$ cat src/include/rtc_date_pkg.sv
// Package of register offsets, field layouts and types for the alarm and date register block
package rtc_date_pkg;
    // Register offsets (16-bit registers, word-indexed)
    localparam logic [3:0] OFS_CONTROL = 4'h0;
    localparam logic [3:0] OFS_ALARM_CFG = 4'h1;
    localparam logic [3:0] OFS_ALARM_VAL = 4'h2;
    localparam logic [3:0] OFS_YEAR = 4'h3;
    localparam logic [3:0] OFS_MONTH_DAY = 4'h4;
    localparam logic [3:0] OFS_IRQ_STATUS = 4'h5;
    localparam logic [3:0] OFS_IRQ_MASK = 4'h6;

    // Control register bits
    localparam int CTL_UNLOCK_BIT = 0;
    localparam int CTL_RUN_BIT = 1;

    // Alarm configuration fields
    localparam int ACFG_REPEAT_LSB = 0;
    localparam int ACFG_PTR_LSB = 8;
    localparam int ACFG_MASK_LSB = 10;
    localparam int ACFG_CHIME_BIT = 14;
    localparam int ACFG_ENABLE_BIT = 15;

    // Alarm period codes
    localparam logic [3:0] ALARM_PERIOD_MASK_HALF_SEC = 4'h0;
    localparam logic [3:0] ALARM_PERIOD_MASK_TEN_MIN = 4'h4;
    localparam logic [3:0] ALARM_PERIOD_MASK_HOUR = 4'h5;
    localparam logic [3:0] ALARM_PERIOD_MASK_LAST_VALID = 4'h9;

    // Window pointer codes
    localparam logic [1:0] PTR_MIN_SEC = 2'h0;
    localparam logic [1:0] PTR_WDAY_HOUR = 2'h1;
    localparam logic [1:0] PTR_MONTH_DAY = 2'h2;
    localparam logic [1:0] PTR_NONE = 2'h3;

    // Implemented bits of the date registers
    localparam logic [15:0] YEAR_MASK = 16'h00FF;
    localparam logic [15:0] MONTH_DAY_MASK = 16'h1F3F;
    localparam logic [15:0] WDAY_HOUR_MASK = 16'h073F;
    localparam logic [15:0] MIN_SEC_MASK = 16'h7F7F;

    // Interrupt status bits
    localparam int IRQ_REJECT_BIT = 0;
    localparam int IRQ_ALARM_BIT = 1;
    localparam logic [15:0] IRQ_FIELD_MASK = 16'h0003;

    // Alarm configuration as a packed struct
    typedef struct packed {
        logic enable;
        logic chime;
        logic [3:0] period_mask;
        logic [1:0] window_pointer;
        logic [7:0] repeat_count;
    } alarm_cfg_s;

    // Register access request
    typedef struct packed {
        logic [3:0] addr;
        logic [15:0] wdata;
        logic wr;
        logic rd;
    } bus_req_s;
endpackage

$ cat src/hw/rtc_date_regs.sv
// Alarm configuration, year and month/day registers with write unlock and interrupt
module rtc_date_regs (
    // Clock and reset
    input wire logic CLOCK,
    input wire logic ARST_N,
    // Register port
    input wire logic [3:0] ADDR,
    input wire logic [15:0] WDATA,
    input wire logic WR,
    input wire logic RD,
    output logic [15:0] RDATA,
    // Alarm event from the timebase comparator (same clock)
    input wire logic ALARM_MATCH,
    // Block state
    output logic RUN_ENABLE,
    output logic ALARM_ENABLE,
    output logic [3:0] ALARM_PERIOD,
    output logic ALARM_FIRE,
    output logic IRQ
);

    // All block state in one struct
    typedef struct packed {
        logic unlock;
        logic run;
        rtc_date_pkg::alarm_cfg_s cfg;
        logic [15:0] alm_md;
        logic [15:0] alm_wh;
        logic [15:0] alm_ms;
        logic [15:0] year;
        logic [15:0] month_day;
        logic [1:0] irq_status;
        logic [1:0] irq_mask;
        logic fire;
        logic [15:0] rdata;
    } state_s;

    state_s s_q;
    state_s s_d;
    rtc_date_pkg::bus_req_s req;
    logic [15:0] win_val;
    logic wr_locked;

    // Request bundle
    assign req = '{addr: ADDR, wdata: WDATA, wr: WR, rd: RD};

    // Alarm value visible through the window
    always_comb begin
        case (s_q.cfg.window_pointer)
            rtc_date_pkg::PTR_MIN_SEC: win_val = s_q.alm_ms;
            rtc_date_pkg::PTR_WDAY_HOUR: win_val = s_q.alm_wh;
            rtc_date_pkg::PTR_MONTH_DAY: win_val = s_q.alm_md;
            default: win_val = 16'h0000;
        endcase
    end

    // Attempted write to a guarded register while locked
    assign wr_locked = req.wr && !s_q.unlock
        && (req.addr == rtc_date_pkg::OFS_YEAR || req.addr == rtc_date_pkg::OFS_MONTH_DAY);

    // Next-state logic
    always_comb begin
        s_d = s_q;
        s_d.fire = 1'b0;
        s_d.rdata = 16'h0000;
        // Alarm event handling with repeat countdown
        if (ALARM_MATCH && s_q.cfg.enable) begin
            s_d.fire = 1'b1;
            s_d.irq_status[rtc_date_pkg::IRQ_ALARM_BIT] = 1'b1;
            if (s_q.cfg.repeat_count != 8'h00) begin
                s_d.cfg.repeat_count = s_q.cfg.repeat_count - 8'h01;
            end else if (s_q.cfg.chime) begin
                s_d.cfg.repeat_count = 8'hFF;
            end else begin
                s_d.cfg.enable = 1'b0;
            end
        end
        // Register writes
        if (req.wr) begin
            case (req.addr)
                rtc_date_pkg::OFS_CONTROL: begin
                    s_d.unlock = req.wdata[rtc_date_pkg::CTL_UNLOCK_BIT];
                    if (s_q.unlock) begin
                        s_d.run = req.wdata[rtc_date_pkg::CTL_RUN_BIT];
                    end
                end
                rtc_date_pkg::OFS_ALARM_CFG: begin
                    s_d.cfg = rtc_date_pkg::alarm_cfg_s'(req.wdata);
                end
                rtc_date_pkg::OFS_ALARM_VAL: begin
                    // write through window then step pointer
                    case (s_q.cfg.window_pointer)
                        rtc_date_pkg::PTR_MIN_SEC:
                            s_d.alm_ms = req.wdata & rtc_date_pkg::MIN_SEC_MASK;
                        rtc_date_pkg::PTR_WDAY_HOUR:
                            s_d.alm_wh = req.wdata & rtc_date_pkg::WDAY_HOUR_MASK;
                        rtc_date_pkg::PTR_MONTH_DAY:
                            s_d.alm_md = req.wdata & rtc_date_pkg::MONTH_DAY_MASK;
                        default: ;
                    endcase
                    if (s_q.cfg.window_pointer != rtc_date_pkg::PTR_MIN_SEC) begin
                        s_d.cfg.window_pointer = s_q.cfg.window_pointer - 2'h1;
                    end
                end
                rtc_date_pkg::OFS_YEAR: begin
                    if (s_q.unlock) begin
                        s_d.year = req.wdata & rtc_date_pkg::YEAR_MASK;
                    end
                end
                rtc_date_pkg::OFS_MONTH_DAY: begin
                    if (s_q.unlock) begin
                        s_d.month_day = req.wdata & rtc_date_pkg::MONTH_DAY_MASK;
                    end
                end
                rtc_date_pkg::OFS_IRQ_MASK: begin
                    s_d.irq_mask = req.wdata[1:0];
                end
                default: ;
            endcase
        end
        // Reads
        if (req.rd) begin
            case (req.addr)
                rtc_date_pkg::OFS_CONTROL: begin
                    s_d.rdata[rtc_date_pkg::CTL_UNLOCK_BIT] = s_q.unlock;
                    s_d.rdata[rtc_date_pkg::CTL_RUN_BIT] = s_q.run;
                end
                rtc_date_pkg::OFS_ALARM_CFG: s_d.rdata = 16'(s_q.cfg);
                rtc_date_pkg::OFS_ALARM_VAL: begin
                    s_d.rdata = win_val;
                    if (s_q.cfg.window_pointer != rtc_date_pkg::PTR_MIN_SEC) begin
                        s_d.cfg.window_pointer = s_q.cfg.window_pointer - 2'h1;
                    end
                end
                rtc_date_pkg::OFS_YEAR: s_d.rdata = s_q.year & rtc_date_pkg::YEAR_MASK;
                rtc_date_pkg::OFS_MONTH_DAY:
                    s_d.rdata = s_q.month_day & rtc_date_pkg::MONTH_DAY_MASK;
                rtc_date_pkg::OFS_IRQ_STATUS: begin
                    s_d.rdata = {14'h0000, s_q.irq_status};
                    // Read clears, but events this cycle still set
                    s_d.irq_status = 2'h0;
                end
                rtc_date_pkg::OFS_IRQ_MASK: s_d.rdata = {14'h0000, s_q.irq_mask};
                default: s_d.rdata = 16'h0000;
            endcase
        end
        // Sticky sets win over read-clear
        if (wr_locked) begin
            s_d.irq_status[rtc_date_pkg::IRQ_REJECT_BIT] = 1'b1;
        end
        if (ALARM_MATCH && s_q.cfg.enable) begin
            s_d.irq_status[rtc_date_pkg::IRQ_ALARM_BIT] = 1'b1;
        end
    end

    // State register
    always_ff @(posedge CLOCK or negedge ARST_N) begin
        if (!ARST_N) begin
            s_q <= '0;
        end else begin
            s_q <= s_d;
        end
    end

    // Outputs
    assign RDATA = s_q.rdata;
    assign RUN_ENABLE = s_q.run;
    assign ALARM_ENABLE = s_q.cfg.enable;
    assign ALARM_PERIOD = s_q.cfg.period_mask;
    assign ALARM_FIRE = s_q.fire;
    assign IRQ = |(s_q.irq_status & s_q.irq_mask);

endmodule

$ cat config.mk
export PLATFORM = sky130hd
export DESIGN_NAME = rtc_date_regs
export DESIGN_NICKNAME = d
export VERILOG_FILES = /design/src/include/rtc_date_pkg.sv /design/src/hw/rtc_date_regs.sv
export SDC_FILE = /design/constraint.sdc
export NUM_CORES = 1
export LEC_CHECK = 0
export BUFFER_PORTS_ARGS = -buffer_cell sky130_fd_sc_hd__buf_2
export CORE_AREA = 2 2 89 155
export CTS_BUF_LIST = sky130_fd_sc_hd__clkbuf_8
export DETAILED_ROUTE_END_ITERATION = 8
export DIE_AREA = 0 0 91 157
export GPL_TIMING_DRIVEN = 1
export PLACE_DENSITY = 0.51
export SLEW_MARGIN = 10
export SYNTH_ARGS = -nofsm -noshare
export SYNTH_HDL_FRONTEND = slang
export SYNTH_SLANG_ARGS = --single-unit
$ cat constraint.sdc
create_clock -name CLOCK -period 2.12 [get_ports CLOCK]
set_clock_uncertainty 0.1 [all_clocks]
set_input_delay 0.212 -clock CLOCK [delete_from_list [all_inputs] [get_ports CLOCK]]
set_output_delay 0.212 -clock CLOCK [all_outputs]
set_load 0.005 [all_outputs]
# Word-level counts from Yosys, hierarchy flattened
# Cells that the tools add are included.
[totals]
register_bits = 92
inputBits = 25
out_inout_bits = 24
[op_classes]
reduce_logical = 22
n_bitwise = 1
n_addsub = 2
muxes = 32
eq_ne = 8
[op_table]
columns = ["cell", "n"]
rows = [
  ["$mux 96", 1],
  ["$pmux 14 s4", 1],
  ["$mux 45", 1],
  ["$pmux 15 s3", 1],
  ["$mux 8", 5],
  ["$mux 13", 3],
  ["$mux 16", 2],
  ["$reduce_and 3->1", 6],
  ["$mux 15", 1],
  ["$pmux 2 s7", 1],
  ["$eq 4x3->1 const B", 3],
  ["$mux 2", 6],
  ["$mux 11", 1],
  ["$eq 4x2->1 const B", 2],
  ["$reduce_and 2->1", 4],
  ["$reduce_bool 8->1", 1],
  ["$sub 8x1->8 const B", 1],
  ["$mux 1", 7],
  ["$mux 6", 1],
  ["$reduce_bool 2->1", 3],
  ["$eq 4x1->1 const B", 1],
  ["$logic_not 4->1", 1],
  ["$pmux 2 s2", 1],
  ["$logic_and 1x1->1", 3],
  ["8 further kinds", 8],
]

# Depth between registers and ports, before layout
# Gate-level depths: netlist of run 1.
[depth]
word_depth = 8
ltp_mapped = 7
ltp_nobuf = 6

# Worst setup path after synthesis of run 1
# Ideal clock, no wire load.
[synth_path]
path_type = "register to register"
startpoint = "reg s_q[109] (netlist bit)"
endpoint = "reg s_q[87] (netlist bit)"
stages_incl_launch_ff = 6
period_less_slack_ps = 1938
path_buffers = 2
path_slack_ps = 182
arrival_time_ps = 1713
setup_time_ps = 125
path_cell_list = "dfrtp_1 > clkbuf_1 > nor2b_1 > nor4b_2 > buf_4 > mux2_2"
[synth_between]
elab_chain_len = 2
[synth_rtl]
columns = ["item", "line", "text"]
rows = [
  ["start, declared", "rtc_date_regs.sv:38", "state_s s_q;"],
  ["start signal, assigned", "rtc_date_regs.sv:159", "s_q <= '0;"],
  ["start signal, assigned", "rtc_date_regs.sv:161", "s_q <= s_d;"],
  ["$eq 2x2->1", "rtc_date_regs.sv:92", "case (s_q.cfg.window_pointer)"],
  ["$reduce_and 3->1 (no line)", "-", ""],
]
# No other way between the ends.
# A chain may end at the register's enable or synchronous reset.

==> impl_metrics.ini, run 1 <==
[cts]
cts_made_buffers = 9
h-tree-depth = 3
clkTransAtPathRegs_ns = 0.09
postCtsHoldBufs = 9
cts.repair.resized = 0
cts_buffer_depth = 2
root_buffer = clkbuf_8
cts_sinks = 92
clkLatencyLatePin_ns = 0.37
cts_setup_buffers = 0
tritoncts = done

[synth]
synth_xor_area_frac = 0.00195
ys_async_sr_fraction = 1.00
synth_seq_area_share = 0.513
synth_cell_type_count = 52
syn-num-nets = 420
synth_edf_count = 0
synth_area_per_cell_um2 = 11.4
synthSimpleGateAreaFrac = 0.140
synth_area_um2 = 4490
synth_ff_type = dfrtp_1
synth-seq-cells = 92
synth.area.mux_share = 0.173
synth_top_family_by_area = multiplexers
ys_warn_count = 0
synthAdderAreaFrac = 0.00558
synthCells = 393
synth_compound_area_frac = 0.102

[flow_run]
timing.max_cap.violations = 0

[floorplanning]
die_w_um = 91
rows = 55
core_um2 = 12900
initial_utilization = 0.347
io_pins = 49
die_h_um = 157
die_area_um2 = 14300

[layout]
fillerInstances = 1339
final_util = 0.398
drive_gt1_frac = 0.337
postLayoutCellArea_um2 = 5150
diodes = 0
area_growth_pct = 14.8
fin_cells = 619
multiInputGateArea_um2 = 1900
final-seq-area_um2 = 2300
fin_nets = 470

[detailed_routing]
routed_wl_um = 10900
drt_iter0_markers = 217
wl_per_cell_um = 17.6
drc = 0
viasPerCell = 5.16
drtPass1Iterations = 4
postRouteAntennaNets = 0
vias = 3197

[sta]
period_minus_slack_ns = 1.99
drv_slew = 0
tns_ns = 0
tightest_slew_ns = 0.671
rsz0062_at_grt = false
fmax_mhz = 503
fin_crit_sh = 0.938
worst_slack_ns = 0.132
slew-limit-headroom = 0.549
setup_viol_count_final = 0
holdWs_ns = 0.0168
hold_viol_final = 0

[grt]
grt-ovfl-total = 0
track_usage = 0.159
grt_pass1_vias = 3231
grt_max_degree = 43
grt_pass1_wl_um = 17500
antenna_found_initial = 0

[placed_design]
dp_hpwl_um = 7880
place.port_buffers = 48
place_ws_ns = 0.134
place_inst = 594
gp_congestion = 0.875
postPlaceCellArea_um2 = 4880

[power]
p_per_area_nw_per_um2 = 876
ir_drop_uv = 245
leakagePower_nw = 2.36
p_total_mw = 4.51

[worst_setup_path]
start_kind = flip-flop
crit_fanout = 5
endpoint_kind = flip-flop
required_ns = 2.30
arrival_ns = 2.17
worstSetupPathType = reg2reg

[worst_hold_path]
hp-class = in2reg

[run_status]
outcome = finished clean
-- cell usage after synthesis, types with 2 or more instances --
cell	number	area, um2
dfrtp_1	92	2300
clkbuf_1	8	30.0
nand3b_1	5	37.5
nand3_1	6	30.0
nor4b_2	2	30.0
nor3b_1	2	15.0
o21ai_0	13	65.1
buf_4	22	165
nor3_1	6	30.0
a31oi_1	9	56.3
mux2_2	54	608
nor4b_1	2	17.5
or4_4	2	22.5
nor4_1	3	18.8
a21o_1	2	15.0
and3_1	4	25.0
a21oi_1	14	70.1
mux2i_1	11	110
a211oi_1	3	22.5
o21ai_1	2	10.0
a222oi_1	3	30.0
nand2_1	36	135
mux2_1	3	33.8
buf_2	9	45.0
and2_1	9	56.3
ha_1	2	25.0
inv_1	9	33.8
nor2_1	26	97.6
o2bb2ai_1	2	17.5
a22oi_1	10	75.1
-- layout make-up --
| class | instances | area share |
|---|---|---|
| sequential | 92 | 0.447 |
| timing repair buffer | 79 | 0.102 |
| multi-input combinational | 252 | 0.369 |
| clock inverter | 7 | 0.0102 |
| clock buffer | 9 | 0.0240 |
| tap | 171 | 0.0415 |
| inverter | 9 | 0.00656 |
-- kinds of logic (layout without fill, tap and decap cells) --
family,count (synthesis),in the layout
flops,92,92
mux,69,69
compound gates,67,67
xor+xnor,1,1
simple gates,113,113
buf+inv,49,104
fa+ha+maj,2,2
-- worst max-delay path: stages (launching register included) --
cell	delay, ns
dfrtp_1	0.44
inv_1	0.09
ha_1	0.16
or3b_2	0.50
nor4_4	0.26
nor4_1	0.10
a311oi_1	0.25
-- sequential cells by signal (all words and copies together) (netlist names) --
signal,flops
ALARM_PERIOD,4
RUN_ENABLE,1
ALARM_ENABLE,1
RDATA,16
s_q,69
ALARM_FIRE,1
-- power breakdown --
part / switching, mW / internal [mW] / leakage (nW)
clock: 0.666 / 0.432 / 0.0837
sequential: 0.260 / 2.10 / 1.20
combinational: 0.519 / 0.530 / 1.08
-- layout by cell type (no fill, tap or decap), types with 5 or more instances in the layout --
cell / n
and2_1: 9
mux2_2: 54
a21oi_1: 14
buf_4: 21
dfrtp_1: 92
nand3b_1: 5
nor3_1: 6
clkbuf_8: 9
nand2_1: 36
dlygate4sd3_1: 9
inv_1: 10
buf_2: 47
nand3_1: 6
a31oi_1: 9
o21ai_0: 13
a22oi_1: 10
mux2i_1: 11
nor2_1: 26
-- per-layer routing --
layer	vias to the layer above	share of wire	track usage
met1	1632	0.39	0.183
met4	0	0.014	0.0570
met2	68	0.56	0.296
li1	1490	-	-
met3	7	0.033	0.0220
met5	-	0	0
-- final timing paths --
| check | start | to | slack [ns] | cells after the start |
|---|---|---|---|---|
| setup / recovery | s_q[102] | s_q[106] | 0.13 | 6 |
| max in group asynchronous | ARST_N | s_q[30] | 1.05 | 3 |
| hold / removal | WDATA[9] | s_q[110] | 0.02 | 3 |
| min in group asynchronous | ARST_N | ALARM_PERIOD[3] | 0.23 | 2 |
| setup reg to reg | s_q[102] | s_q[106] | 0.13 | 6 |
| hold reg to reg | s_q[67] | s_q[67] | 0.40 | 1 |
(Power assumes the default switching activity.)
==> inputs of run 2 (changes only) <==
MAX_ROUTING_LAYER = met4   (was unset)
==> impl_metrics.ini, run 2 (synthesis gave the netlist of run 1 again) <==
[sta]
period_minus_slack_ns = 1.98
setup_viol_count_final = 0
hold_viol_final = 0
tightest_slew_ns = 0.701
slew-limit-headroom = 0.528
holdWs_ns = 0.0172
fmax_mhz = 506
drv_slew = 0
rsz0062_at_grt = false
fin_crit_sh = 0.932
tns_ns = 0

[run_status]
outcome = finished clean

[detailed_routing]
viasPerCell = 5.15
routed_wl_um = 10900
drt_iter0_markers = 218
vias = 3187
drtPass1Iterations = 4
drc = 0
postRouteAntennaNets = 0
wl_per_cell_um = 17.6

[cts]
cts_setup_buffers = 0
tritoncts = done
cts_made_buffers = 9
h-tree-depth = 3
cts_sinks = 92
root_buffer = clkbuf_8
cts_buffer_depth = 2
clkTransAtPathRegs_ns = 0.10
clkLatencyLatePin_ns = 0.37

[worst_setup_path]
endpoint_kind = flip-flop
start_kind = flip-flop
path_cells = inv_1, ha_1, or3b_2, nor4_4, nor4_1, a311oi_1
cp_num_buf_inv = 1
required_ns = 2.30
max_stage_delay_ns = 0.50
critPathTopFamily = simple AND/OR/NAND/NOR gates
slowest_stage = or3b_2
worstSetupPathType = reg2reg
arrival_ns = 2.15
crit_fanout = 5

[floorplanning]
die_area_um2 = 14300
core_um2 = 12900
die_h_um = 157
die_w_um = 91
io_pins = 49
initial_utilization = 0.347
rows = 55

[grt]
grt-ovfl-total = 0
grt_pass1_vias = 3232
track_usage = 0.164
grt_pass1_wl_um = 17500
antenna_found_initial = 0
grt_max_degree = 43

[power]
seq_power_share = 0.524
ir_drop_uv = 245
p_sw_mw = 1.44
p_total_mw = 4.51
switching_share = 0.320
combPwrFrac = 0.233
leakagePower_nw = 2.36
p_per_area_nw_per_um2 = 875
pwr-share-clk = 0.243
p_int_mw = 3.07

[placed_design]
gp_congestion = 0.889
dp_hpwl_um = 7880
place.port_buffers = 48
postPlaceCellArea_um2 = 4880

[layout]
mostFrequentLayoutCell = dfrtp_1
fillerInstances = 1339
diodes = 0
fin_nets = 470
final_cell_mix = dfrtp_1, mux2_2, buf_2, nand2_1, nor2_1
multiInputGateArea_um2 = 1900
drive_gt1_frac = 0.337
area_growth_pct = 14.8
final-seq-area_um2 = 2300
largest_register_ff_count = 69
postLayoutCellArea_um2 = 5150
largest_register = s_q

[worst_hold_path]
hp-class = in2reg

[flow_run]
timing.max_cap.violations = 0
==> run 2: cell counts in the layout (fill, tap and decap cells not counted) <==
Identical to the previous run, type by type.
==> run 2: final timing paths <==
path	startpoint	to	slack [ns]	depth (start not counted)
hold reg to reg	s_q[67]	s_q[67]	0.41	1
setup reg to reg	s_q[102]	s_q[106]	0.14	6
setup / recovery	s_q[102]	s_q[106]	0.14	6
min in group asynchronous	ARST_N	ALARM_PERIOD[3]	0.23	2
hold / removal	WDATA[9]	s_q[110]	0.02	3
max in group asynchronous	ARST_N	s_q[30]	1.06	3
==> run 2: worst register-to-register path, stage by stage, from the launching register on <==
cell	delay (ns)
dfrtp_1	0.44
inv_1	0.09
ha_1	0.16
or3b_2	0.50
nor4_4	0.25
nor4_1	0.09
a311oi_1	0.25
==> run 2: metal layers <==
layer | GRT usage | wire length (um) | up-vias
li1 | - | - | 1487
met1 | 0.184 | 4360 | 1628
met2 | 0.296 | 6050 | 63
met3 | 0.0211 | 347 | 9
met4 | 0.0592 | 150 | 0
met5 | - | 0 | -
==> run 2: what timing repair did <==
action,in CTS,in global routing
gates resized for setup,0,0
hold buffers,9,0
hold endpoints to repair,42,0
==> run 2: cell type report <==
| class | instances | area share |
|---|---|---|
| clock buffer | 9 | 0.0240 |
| clock inverter | 7 | 0.0102 |
| inverter | 9 | 0.00656 |
| multi-input combinational | 252 | 0.369 |
| sequential | 92 | 0.447 |
| tap | 171 | 0.0415 |
| timing repair buffer | 79 | 0.102 |
==> run 2: per-stage QoR <==
step	instances	utilization	worst slack (ns)
after floorplan	393	-	0.182
after global placement	594	0.378	0.198
after detailed placement	594	0.378	0.134
after CTS	619	0.398	0.149
after global routing	619	0.398	0.00206
final	619	0.398	0.144
==> run 2: power groups by stage <==
| stage | clock (mW) | sequential (mW) | combinational, mW |
|---|---|---|---|
| 2_1_floorplan | 0 | 2.34 | 0.702 |
| 6_report | 1.10 | 2.36 | 1.05 |
| 5_1_grt | 1.19 | 2.41 | 1.17 |
| 4_1_cts | 1.13 | 2.36 | 1.06 |
| 3_5_place_dp | 0 | 2.40 | 1.04 |
| 3_3_place_gp | 0 | 2.38 | 1.03 |
==> inputs of run 3 (changes only) <==
CORE_AREA = 2 2 89 91   (was 2 2 89 155)
DIE_AREA = 0 0 91 93   (was 0 0 91 157)
PLACE_DENSITY = 0.81   (was 0.51)
==> impl_metrics.ini, run 3 (synthesis gave the netlist of run 1 again) <==
[sta]
fin_crit_sh = 0.921
setup_viol_count_final = 0
tightest_slew_ns = 0.647
period_minus_slack_ns = 1.95
slew-limit-headroom = 0.565
fmax_mhz = 512
drv_slew = 0
rsz0062_at_grt = false
tns_ns = 0
hold_viol_final = 0

[layout]
largest_register_ff_count = 69
fin_nets = 463
multiInputGateArea_um2 = 1900
largest_register = s_q
area_growth_pct = 11.3
final_cell_mix = dfrtp_1, mux2_2, buf_2, nand2_1, nor2_1
drive_gt1_frac = 0.333
mostFrequentLayoutCell = dfrtp_1
fillerInstances = 583
diodes = 0
postLayoutCellArea_um2 = 4990
final-seq-area_um2 = 2300

[worst_setup_path]
arrival_ns = 2.12
endpoint_kind = flip-flop
worstSetupPathType = reg2reg
start_kind = flip-flop
crit_fanout = 5
required_ns = 2.28

[placed_design]
gp_congestion = 0.908
postPlaceCellArea_um2 = 4750
dp_hpwl_um = 6830
place.port_buffers = 48

[detailed_routing]
drc = 0
drtPass1Iterations = 4
wl_per_cell_um = 18.0
vias = 3165
drt_iter0_markers = 191
routed_wl_um = 9760
viasPerCell = 5.83
postRouteAntennaNets = 0

[power]
seq_power_share = 0.546
ir_drop_uv = 421
p_per_area_nw_per_um2 = 882
pwr-share-clk = 0.230
p_sw_mw = 1.37
leakagePower_nw = 2.34
p_int_mw = 3.03
combPwrFrac = 0.224
switching_share = 0.312

[floorplanning]
die_w_um = 91
die_h_um = 93
rows = 32
die_area_um2 = 8460
core_um2 = 7530
initial_utilization = 0.596
io_pins = 49

[flow_run]
timing.max_cap.violations = 0

[cts]
cts_made_buffers = 9
tritoncts = done
clkTransAtPathRegs_ns = 0.09
cts_buffer_depth = 2
clkLatencyLatePin_ns = 0.35
cts_sinks = 92
root_buffer = clkbuf_8
h-tree-depth = 3

[grt]
track_usage = 0.253
antenna_found_initial = 0
grt_pass1_vias = 3233
grt_pass1_wl_um = 16200
grt_max_degree = 43
grt-ovfl-total = 0

[run_status]
outcome = finished clean

[worst_hold_path]
hp-class = in2reg
==> run 3: final cells by class <==
type,instances,share of cell area
sequential,92,0.461
multi-input combinational,252,0.381
timing repair buffer,72,0.0927
tap,102,0.0256
clock buffer,9,0.0248
clock inverter,7,0.00727
inverter,9,0.00677
==> run 3: worst paths after layout <==
kind                                start         endpoint  slack [ns]  cells past startpoint
worst max-delay path             s_q[101]         s_q[105]        0.17                      6
worst min-delay path            WDATA[10]  ALARM_PERIOD[0]       0.008                      3
worst max register to register   s_q[101]         s_q[105]        0.17                      6
worst min register to register    s_q[67]          s_q[67]        0.40                      1
max in group asynchronous          ARST_N          s_q[87]        0.94                      3
min in group asynchronous          ARST_N          s_q[93]        0.28                      2
==> run 3: power by group through the flow <==
stage | clock [mW] | combinational (mW) | sequential (mW)
finish | 1.01 | 0.986 | 2.41
detailed placement | 0 | 0.943 | 2.43
floorplan | 0 | 0.702 | 2.34
CTS | 1.04 | 0.954 | 2.40
global placement | 0 | 0.901 | 2.41
global route | 1.11 | 1.08 | 2.45
==> run 3: stage by stage <==
stage / std cells / hold WS, ns / total power [mW] / utilization / setup slack [ns]
6_report: 543 / 0.00773 / 4.40 / 0.663 / 0.167
3_3_place_gp: 519 / 0.137 / 3.31 / 0.631 / 0.233
5_1_grt: 543 / 0.00678 / 4.64 / 0.663 / 0.0629
2_1_floorplan: 393 / -0.184 / 3.04 / - / 0.182
3_5_place_dp: 519 / 0.150 / 3.38 / 0.631 / 0.117
4_1_cts: 541 / 0.000845 / 4.39 / 0.661 / 0.135
==> run 3: timing repair <==
action | in CTS | in global routing
hold buffers | 6 | 0
hold endpoints to repair | 47 | 0
buffers inserted | 0 | 2
gates resized for setup | 0 | 2
endpoints found under the setup margin | 0 | 1
==> run 3: layer usage <==
metal / GRT usage / wire, um
met2: 0.403 / 4790
met1: 0.327 / 4350
met3: 0.0427 / 474
met4: 0.104 / 152
met5: - / 0
==> run 3: critical path, stage by stage (launching register included) <==
cell and delay (ns):
dfrtp_2 0.45, inv_1 0.09, ha_1 0.17, or3b_4 0.41, nor4_4 0.33, nor2_1 0.10
a211oi_1 0.22
